`src/inc/ana_pkg.sv`:
```
// auto-negotiation ability register constants, layouts and bus types
// assumes a 32-bit axi4-lite slave with byte addresses = 4 * register index
package ana_pkg;
  // register indices and byte addresses
  localparam int ANA_AW = 8;
  localparam logic [ANA_AW-1:0] ANA_IDX_ADV = 8'h04;
  localparam logic [ANA_AW-1:0] ANA_IDX_LP = 8'h05;
  localparam logic [ANA_AW-1:0] ANA_IDX_EXP = 8'h06;
  localparam logic [ANA_AW-1:0] ANA_ADDR_ADV = {ANA_IDX_ADV[5:0], 2'b00};
  localparam logic [ANA_AW-1:0] ANA_ADDR_LP = {ANA_IDX_LP[5:0], 2'b00};
  localparam logic [ANA_AW-1:0] ANA_ADDR_EXP = {ANA_IDX_EXP[5:0], 2'b00};
  // field positions
  localparam int ANA_BIT_RSVD14 = 14;
  localparam int ANA_BIT_RSVD12 = 12;
  localparam int ANA_BIT_PAGE_RX = 1;
  // selector codes
  localparam logic [4:0] ANA_SEL_8023 = 5'h01;
  localparam logic [4:0] ANA_SEL_ISLAN = 5'h02;
  localparam logic [4:0] ANA_SEL_RSVD_LO = 5'h00;
  localparam logic [4:0] ANA_SEL_RSVD_HI = 5'h1f;
  // last settle count before the strap load, which lands six cycles after reset release
  localparam logic [2:0] ANA_STRAP_SETTLE = 3'h5;
  // axi responses
  localparam logic [1:0] ANA_RESP_OKAY = 2'h0;
  localparam logic [1:0] ANA_RESP_SLVERR = 2'h2;

  // 16-bit ability word, local and partner share the layout
  typedef struct packed {
    logic next_page;
    logic ack;
    logic remote_fault;
    logic rsvd12;
    logic asym_pause;
    logic pause;
    logic t4;
    logic tx_fd;
    logic tx_hd;
    logic t10_fd;
    logic t10_hd;
    logic [4:0] selector;
  } ana_word_t;

  // one register access handed from the bus slave to the register file
  typedef struct packed {
    logic wr;
    logic rd;
    logic [ANA_AW-1:0] waddr;
    logic [ANA_AW-1:0] raddr;
    logic [15:0] wdata;
    logic [1:0] wstrb;
  } ana_req_t;

  localparam ana_word_t ANA_ADV_RST = '{selector: ANA_SEL_8023, default: 1'b0};

  // loader states
  typedef enum logic [1:0] {
    ANA_ST_SETTLE = 2'b01,
    ANA_ST_RUN = 2'b10
  } ana_state_t;
endpackage

```
`src/hdl/ana_axil_slave.sv`:
```
// axi4-lite slave front end: turns bus transfers into register requests
// assumes rd_data and the error flags answer the request address combinationally
`timescale 1ns/1ps
`default_nettype none
module ana_axil_slave import ana_pkg::*; (
  // clock, reset, accept enable
  input wire logic aclk,
  input wire logic aresetn,
  input wire logic en,
  // write address and data
  input wire logic s_awvalid,
  output logic s_awready,
  input wire logic [ANA_AW-1:0] s_awaddr,
  input wire logic s_wvalid,
  output logic s_wready,
  input wire logic [31:0] s_wdata,
  input wire logic [3:0] s_wstrb,
  // write response
  output logic s_bvalid,
  input wire logic s_bready,
  output logic [1:0] s_bresp,
  // read address and data
  input wire logic s_arvalid,
  output logic s_arready,
  input wire logic [ANA_AW-1:0] s_araddr,
  output logic s_rvalid,
  input wire logic s_rready,
  output logic [31:0] s_rdata,
  output logic [1:0] s_rresp,
  // register file side
  output ana_req_t req,
  input wire logic [15:0] rd_data,
  input wire logic rd_err,
  input wire logic wr_err
);
  logic aw_full_q, aw_full_d, w_full_q, w_full_d;
  logic bvalid_q, bvalid_d, rvalid_q, rvalid_d;
  logic [ANA_AW-1:0] awaddr_q, awaddr_d;
  logic [15:0] wdata_q, wdata_d, rdata_q, rdata_d;
  logic [1:0] wstrb_q, wstrb_d, bresp_q, bresp_d, rresp_q, rresp_d;
  logic ar_hs, do_wr;

  assign s_awready = en & ~aw_full_q;
  assign s_wready = en & ~w_full_q;
  assign s_arready = en & ~rvalid_q;
  assign ar_hs = s_arvalid & s_arready;
  // write fires once both halves are held and the last response is gone
  assign do_wr = aw_full_q & w_full_q & ~bvalid_q;
  assign req = '{wr: do_wr, rd: ar_hs, waddr: awaddr_q, raddr: s_araddr,
                 wdata: wdata_q, wstrb: wstrb_q};

  // next-state for both channels
  always_comb begin
    aw_full_d = aw_full_q;
    w_full_d = w_full_q;
    awaddr_d = awaddr_q;
    wdata_d = wdata_q;
    wstrb_d = wstrb_q;
    bvalid_d = bvalid_q & ~s_bready;
    bresp_d = bresp_q;
    rvalid_d = rvalid_q & ~s_rready;
    rdata_d = rdata_q;
    rresp_d = rresp_q;
    if (s_awvalid && s_awready) begin
      aw_full_d = 1'b1;
      awaddr_d = s_awaddr;
    end
    if (s_wvalid && s_wready) begin
      w_full_d = 1'b1;
      wdata_d = s_wdata[15:0];
      wstrb_d = s_wstrb[1:0];
    end
    if (do_wr) begin
      aw_full_d = 1'b0;
      w_full_d = 1'b0;
      bvalid_d = 1'b1;
      bresp_d = wr_err ? ANA_RESP_SLVERR : ANA_RESP_OKAY;
    end
    if (ar_hs) begin
      rvalid_d = 1'b1;
      rdata_d = rd_err ? 16'h0000 : rd_data;
      rresp_d = rd_err ? ANA_RESP_SLVERR : ANA_RESP_OKAY;
    end
  end

  // channel registers
  always_ff @(posedge aclk) begin
    if (!aresetn) begin
      aw_full_q <= 1'b0;
      w_full_q <= 1'b0;
      awaddr_q <= '0;
      wdata_q <= '0;
      wstrb_q <= '0;
      bvalid_q <= 1'b0;
      bresp_q <= ANA_RESP_OKAY;
      rvalid_q <= 1'b0;
      rdata_q <= '0;
      rresp_q <= ANA_RESP_OKAY;
    end else begin
      aw_full_q <= aw_full_d;
      w_full_q <= w_full_d;
      awaddr_q <= awaddr_d;
      wdata_q <= wdata_d;
      wstrb_q <= wstrb_d;
      bvalid_q <= bvalid_d;
      bresp_q <= bresp_d;
      rvalid_q <= rvalid_d;
      rdata_q <= rdata_d;
      rresp_q <= rresp_d;
    end
  end

  assign s_bvalid = bvalid_q;
  assign s_bresp = bresp_q;
  assign s_rvalid = rvalid_q;
  assign s_rdata = {16'h0000, rdata_q};
  assign s_rresp = rresp_q;
endmodule
`default_nettype wire

```
`src/hdl/ana_regs.sv`:
```
// auto-negotiation advertisement, partner ability and page-received flag
// assumes negotiation logic on aclk delivers partner pages as one-cycle pulses
`timescale 1ns/1ps
`default_nettype none
// Overview of operation
// - Bit 15 of the advertisement is read/write, claims multi-page ability and resets to zero.
// - Bit 10 advertises full-duplex pause and bit 11 asymmetric pause, both read/write, bit 11 resetting to zero.
// - The pause bit takes its reset value from its own strap pin.
// - The T4 bit 9 may be set by software and is advertised as written, resetting to zero.
// - Bits 8 to 5 advertise 100TX full, 100TX, 10T full and 10T, all read/write.
// - Those four ability bits load their reset values from the configuration straps.
// - Bits 4 to 0 hold a read/write selector resetting to 00001, with 00010 the isdn-lan code and 00000, 11111 reserved.
// - Bit 13 is a read/write remote fault locally, reset zero, and read-only partner fault in the partner word.
// - The partner base page is read-only and resets to zero, its bit 15 the partner multi-page ability.
// - Partner bit 14 shows whether the partner acknowledged our code word.
// - Partner abilities T4 and the four technologies read back on bits 9 to 5.
// - Partner pause and asymmetric pause read back on bits 10 and 11.
// - The partner selector reads back on bits 4 to 0 with the local encoding.
// - Loading a partner page sets the latching page-received flag, bit 1 of the expansion word, cleared on read.
module ana_regs import ana_pkg::*; (
  // clock and reset
  input wire logic aclk,
  input wire logic aresetn,
  // axi4-lite write channels
  input wire logic s_awvalid,
  output logic s_awready,
  input wire logic [ANA_AW-1:0] s_awaddr,
  input wire logic s_wvalid,
  output logic s_wready,
  input wire logic [31:0] s_wdata,
  input wire logic [3:0] s_wstrb,
  output logic s_bvalid,
  input wire logic s_bready,
  output logic [1:0] s_bresp,
  // axi4-lite read channels
  input wire logic s_arvalid,
  output logic s_arready,
  input wire logic [ANA_AW-1:0] s_araddr,
  output logic s_rvalid,
  input wire logic s_rready,
  output logic [31:0] s_rdata,
  output logic [1:0] s_rresp,
  // strap pins
  input wire logic [3:0] config_strap_pins,
  input wire logic pause_strap,
  // negotiation logic side
  input wire logic lp_page_valid,
  input wire ana_word_t lp_page_word,
  output ana_word_t adv_word,
  output logic page_received
);
  ana_req_t req;
  ana_word_t adv_q, adv_d, lp_q, lp_d, adv_wr;
  ana_state_t st_q, st_d;
  logic [2:0] settle_q, settle_d;
  logic page_rx_q, page_rx_d;
  logic [3:0] tech_lvl;
  logic pause_lvl;
  logic [15:0] rd_data;
  logic rd_err, wr_err, wr_adv, rd_exp;

  // strap synchronisers
  ana_sync3 #(.W(4)) u_sync_tech (
    .aclk(aclk),
    .aresetn(aresetn),
    .pin(config_strap_pins),
    .level(tech_lvl)
  );
  ana_sync3 #(.W(1)) u_sync_pause (
    .aclk(aclk),
    .aresetn(aresetn),
    .pin(pause_strap),
    .level(pause_lvl)
  );

  // bus front end, held off until the straps are loaded
  ana_axil_slave u_bus (
    .aclk(aclk),
    .aresetn(aresetn),
    .en(st_q == ANA_ST_RUN),
    .s_awvalid(s_awvalid),
    .s_awready(s_awready),
    .s_awaddr(s_awaddr),
    .s_wvalid(s_wvalid),
    .s_wready(s_wready),
    .s_wdata(s_wdata),
    .s_wstrb(s_wstrb),
    .s_bvalid(s_bvalid),
    .s_bready(s_bready),
    .s_bresp(s_bresp),
    .s_arvalid(s_arvalid),
    .s_arready(s_arready),
    .s_araddr(s_araddr),
    .s_rvalid(s_rvalid),
    .s_rready(s_rready),
    .s_rdata(s_rdata),
    .s_rresp(s_rresp),
    .req(req),
    .rd_data(rd_data),
    .rd_err(rd_err),
    .wr_err(wr_err)
  );

  // address decode
  assign wr_adv = req.wr && (req.waddr == ANA_ADDR_ADV);
  assign rd_exp = req.rd && (req.raddr == ANA_ADDR_EXP);
  assign wr_err = !(req.waddr inside {ANA_ADDR_ADV, ANA_ADDR_LP, ANA_ADDR_EXP});
  assign rd_err = !(req.raddr inside {ANA_ADDR_ADV, ANA_ADDR_LP, ANA_ADDR_EXP});

  // read mux; reserved bits forced low
  always_comb begin
    rd_data = 16'h0000;
    unique case (req.raddr)
      ANA_ADDR_ADV: begin
        rd_data = adv_q;
      end
      ANA_ADDR_LP: begin
        rd_data = lp_q;
      end
      ANA_ADDR_EXP: begin
        rd_data[ANA_BIT_PAGE_RX] = page_rx_q;
      end
      default: begin
        rd_data = 16'h0000;
      end
    endcase
    rd_data[ANA_BIT_RSVD12] = 1'b0;
    if (req.raddr == ANA_ADDR_ADV) begin
      rd_data[ANA_BIT_RSVD14] = 1'b0;
    end
  end

  // byte-lane merge of a write into the advertisement
  always_comb begin
    adv_wr = adv_q;
    if (req.wstrb[0]) begin
      adv_wr[7:0] = req.wdata[7:0];
    end
    if (req.wstrb[1]) begin
      adv_wr[15:8] = req.wdata[15:8];
    end
    adv_wr.ack = 1'b0;
    adv_wr.rsvd12 = 1'b0;
  end

  // strap loader and advertisement next state
  always_comb begin
    st_d = st_q;
    settle_d = settle_q;
    adv_d = adv_q;
    unique case (st_q)
      ANA_ST_SETTLE: begin
        settle_d = settle_q + 3'h1;
        if (settle_q == ANA_STRAP_SETTLE) begin
          st_d = ANA_ST_RUN;
          adv_d.pause = pause_lvl;
          {adv_d.tx_fd, adv_d.tx_hd, adv_d.t10_fd, adv_d.t10_hd} = tech_lvl;
        end
      end
      ANA_ST_RUN: begin
        if (wr_adv) begin
          adv_d = adv_wr; // selector stored as written
        end
      end
      default: begin
        st_d = ANA_ST_SETTLE;
      end
    endcase
  end

  // partner page and latching flag next state; a set beats a read clear
  always_comb begin
    lp_d = lp_q;
    page_rx_d = page_rx_q;
    if (rd_exp) begin
      page_rx_d = 1'b0;
    end
    if (lp_page_valid) begin
      lp_d = lp_page_word;
      lp_d.rsvd12 = 1'b0;
      page_rx_d = 1'b1;
    end
  end

  // state registers
  always_ff @(posedge aclk) begin
    if (!aresetn) begin
      st_q <= ANA_ST_SETTLE;
      settle_q <= 3'h0;
      adv_q <= ANA_ADV_RST;
      lp_q <= '0;
      page_rx_q <= 1'b0;
    end else begin
      st_q <= st_d;
      settle_q <= settle_d;
      adv_q <= adv_d;
      lp_q <= lp_d;
      page_rx_q <= page_rx_d;
    end
  end

  assign adv_word = adv_q;
  assign page_received = page_rx_q;
endmodule
`default_nettype wire

```
`src/hdl/ana_sync3.sv`:
```
// three-stage synchroniser with agreement filter for slow strap pins
// assumes the pins are static or slow compared with aclk
`timescale 1ns/1ps
`default_nettype none
module ana_sync3 import ana_pkg::*; #(
  parameter int W = 4
) (
  // clock and reset
  input wire logic aclk,
  input wire logic aresetn,
  // pins and filtered result
  input wire logic [W-1:0] pin,
  output logic [W-1:0] level
);
  logic [W-1:0] s1_q, s2_q, s3_q, level_q, level_d;

  // next filtered level: take it once stages two and three agree
  always_comb begin
    level_d = level_q;
    for (int i = 0; i < W; i++) begin
      if (s2_q[i] == s3_q[i]) begin
        level_d[i] = s3_q[i];
      end
    end
  end

  // stage registers; only stage two reads stage one
  always_ff @(posedge aclk) begin
    s1_q <= pin;
    s2_q <= s1_q;
    s3_q <= s2_q;
    level_q <= aresetn ? level_d : '0;
  end

  assign level = level_q;
endmodule
`default_nettype wire

```
`config.mk`:
```
export PLATFORM = sky130hd
export DESIGN_NAME = ana_regs
export DESIGN_NICKNAME = d
export VERILOG_FILES = /design/src/inc/ana_pkg.sv /design/src/hdl/ana_axil_slave.sv /design/src/hdl/ana_regs.sv /design/src/hdl/ana_sync3.sv
export SDC_FILE = /design/constraint.sdc
export NUM_CORES = 1
export LEC_CHECK = 0
export BUFFER_PORTS_ARGS = -buffer_cell sky130_fd_sc_hd__buf_4
export CAP_MARGIN = 20
export CORE_ASPECT_RATIO = 0.6
export CORE_MARGIN = 2
export CORE_UTILIZATION = 50
export DETAILED_ROUTE_END_ITERATION = 12
export MAX_ROUTING_LAYER = met4
export PLACE_DENSITY = 0.8
export SLEW_MARGIN = 40
export SYNTH_ARGS = -nofsm -noshare
export SYNTH_HDL_FRONTEND = slang
export SYNTH_SLANG_ARGS = --single-unit
```
`constraint.sdc`:
```
create_clock -name aclk -period 1.7 [get_ports aclk]
set_input_delay 0.34 -clock aclk [delete_from_list [all_inputs] [get_ports aclk]]
set_output_delay 0.34 -clock aclk [all_outputs]
set_load 0.005 [all_outputs]
```
==> impl_metrics.toml <==
[grt]
gr-total-overflow = 0
grt_first_pass_wirelength_um = 13700
grt_start_max_net_pins = 44
grt_pass1_vias = 2836
grtUsageTotal = 0.208
antenna_found_initial = 0

[final_layout]
area_growth_pct = 25.6
multiInputGateArea_um2 = 1880
utilization = 0.650
fillers = 646
drive_gt1_frac = 0.245
design_area_um2 = 5120
fin_nets = 594
antenna_cells = 0
seqCellArea_um2 = 2000
instances_no_fill = 623

[worst_setup_path]
worstPathRequired_ns = 1.36
cp-end-kind = "primary output"
reg2reg_slack_ns = 0.15
crit_path_top_delay_cell = "dfxtp_2"
worst-path-max-fanout = 9
cp_top_family = "flip-flops"
crit_buf_inv = 1
worstPathArrival_ns = 1.24
critPathLaunchType = "register"
critPathKind = "register to primary output"
path_cells = "nor3b_4 -> buf_4"
cpPeakStageDelay_ns = 0.43

[clocking]
cts_sinks = 100
clock_latency_ns = 0.34
cts_tree = "yes"
clockBufferDepth = 2
root_buffer = "clkbuf_16"
cts_setup_buffers = 0
cts_made_buffers = 9
path_clk_slew_ns = 0.06
htree_levels = 3
cts_hold_buf = 0

[timing]
period_minus_slack_ns = 1.58
grt_setup_unrepaired = "yes"
finalMaxSlewViolations = 0
fmax_mhz = 634
skew_ns = 0.00504
setup_violations = 0
fin_crit_sh = 0.927
hold_viol_final = 0

[worst_hold_path]
min_path_type = "input pin to register"

[synthesis]
synth_edf_count = 0
ys_seq_area_frac = 0.491
ys_warn_count = 0
synth_top_area_cell = "dfxtp_1"
netlist_top_cells_count = "100 x dfxtp_1, 80 x nand2_1, 40 x mux2i_1"
ys_types = 40
synth-seq-cells = 100
syn_area_per_cell_um2 = 9.67
synth_top_cells_by_area = "dfxtp_1 49%, mux2i_1 9.8%, nand2_1 7.4%, buf_4 4.0%, nor2b_1 4.0%"
synth.most_common_cell = "dfxtp_1"
netlist_area_um2 = 4080
async_flop_share = 0
synthFlopType = "dfxtp_1"
synth_top_area_share = 0.491
netlist_instances = 422

[power]
ir_drop_v = 0.000612
p_leak_nw = 2.28
powerDensity_nw_per_um2 = 941
internal_power_mw = 3.87
power_frac_comb = 0.062
power_frac_seq = 0.507
p_clk_frac = 0.431
p_switching_mw = 0.957
switching_share = 0.198

[floorplan]
pin_count = 139
initial_core_util = 0.517
dieArea_um2 = 8920
dieHeight_um = 74.0
die-width_um = 121
rows = 25
core_um2 = 7880

[route]
antenna_left = 0
drt-initial-drc-count = 198
firstDrtPassIters = 4
remaining_drc_errors = 0
wl_um = 8680
vias = 3040
routedWlPerCell_um = 13.9
vias_per_cell = 4.88

[flow_run]
maxCapViolations = 0

[placement]
place_hpwl_um = 6360
dp.cells = 608
numPortBuffers = 96
placed_cell_area_um2 = 4800
gp_congestion = 0.784

[run_status]
status = "finished, final reports clean"
## placed cells by master, fill, tap and decap left out, drive strengths merged, types with 5 or more instances in the layout
cell	Yosys	routed
nor3b	6	6
dfxtp	100	100
mux2i	40	40
nor4b	5	5
inv	5	5
clkbuf	12	13
nand2	80	80
and2	18	18
conb	1	21
nor2b	26	26
o21ai	25	25
buf	33	103
a21boi	35	35
## registers in the layout (all words and copies together), names as in the netlist, 3 cells and up
signal,count
u_bus.rdata_q,15
u_sync_tech.s1_q,4
u_sync_tech.level,4
u_sync_tech.s3_q,4
adv_word,14
u_bus.awaddr_q,8
u_sync_tech.s2_q,4
settle_q,3
u_bus.wdata_q,14
lp_q,15
## cells by family (layout without fill, tap and decap cells)
| kind of cell | count (synthesis) | count (layout) | share of synthesized area |
|---|---|---|---|
| fa+ha+maj | 2 | 2 | 0.00613 |
| flops | 100 | 100 | 0.491 |
| simple gates | 156 | 156 | 0.214 |
| other cells | 1 | 21 | 0.000919 |
| mux | 40 | 40 | 0.0982 |
| buf+inv | 50 | 123 | 0.0712 |
| compound gates | 71 | 71 | 0.114 |
| xor+xnor | 2 | 2 | 0.00430 |
## worst paths after layout
path | from | endpoint | cells past startpoint
worst min register to register | u_sync_tech.s1_q[2] | u_sync_tech.s2_q[2] | 0
worst max-delay path | st_q[1] | s_wready | 2
worst max register to register | u_bus.awaddr_q[1] | adv_word[0] | 5
worst min-delay path | config_strap_pins[3] | u_sync_tech.s1_q[3] | 1
## worst reg2reg max path, cell delays in order, from the launching register on
cell and delay, ns:
dfxtp_1 0.34, nor4b_4 0.37, nand4_2 0.25, buf_4 0.24, mux2i_1 0.16, nand2_1 0.07
## power by group through the flow
stage | clock, mW | combinational, mW | sequential (mW)
5_1_grt | 2.22 | 0.333 | 2.45
4_1_cts | 2.12 | 0.301 | 2.45
6_report | 2.08 | 0.301 | 2.45
2_1_floorplan | 0 | 0.193 | 2.49
3_5_place_dp | 0 | 0.300 | 2.50
3_3_place_gp | 0 | 0.291 | 2.49
## layout make-up
type	instances	area share
flip-flops and latches	100	0.391
well taps	108	0.0264
multi-input cells	292	0.367
clock buffers	13	0.0469
clock inverters	2	0.0117
repair buffers	103	0.153
inverters	5	0.00366
## per-layer routing
layer / vias to the layer above / GRT usage / routed length [um]
li1: 1548 / - / -
met1: 1405 / 0.275 / 4260
met2: 77 / 0.304 / 3820
met3: 10 / 0.0644 / 519
met4: 0 / 0.0736 / 75
met5: - / - / 0
## what timing repair did
action / in CTS / in global routing
resized for setup: 1 / 5
hold endpoints to repair: 0 / 0
endpoints found under the setup margin: 2 / 4
cloned: 0 / 0
## per-stage QoR
| stage | setup TNS, ns | power (mW) | hold slack [ns] | setup slack (ns) |
|---|---|---|---|---|
| floorplan | 0 | 2.68 | 0.310 | 0.311 |
| global placement | 0 | 2.78 | 0.315 | 0.197 |
| detailed placement | 0 | 2.80 | 0.313 | 0.143 |
| CTS | -0.0474 | 4.87 | 0.0835 | -0.0237 |
| global route | -0.0116 | 5.01 | 0.0791 | -0.0116 |
| finish | 0 | 4.82 | 0.0972 | 0.124 |
Note: power is estimated with default switching activity, not from simulation.
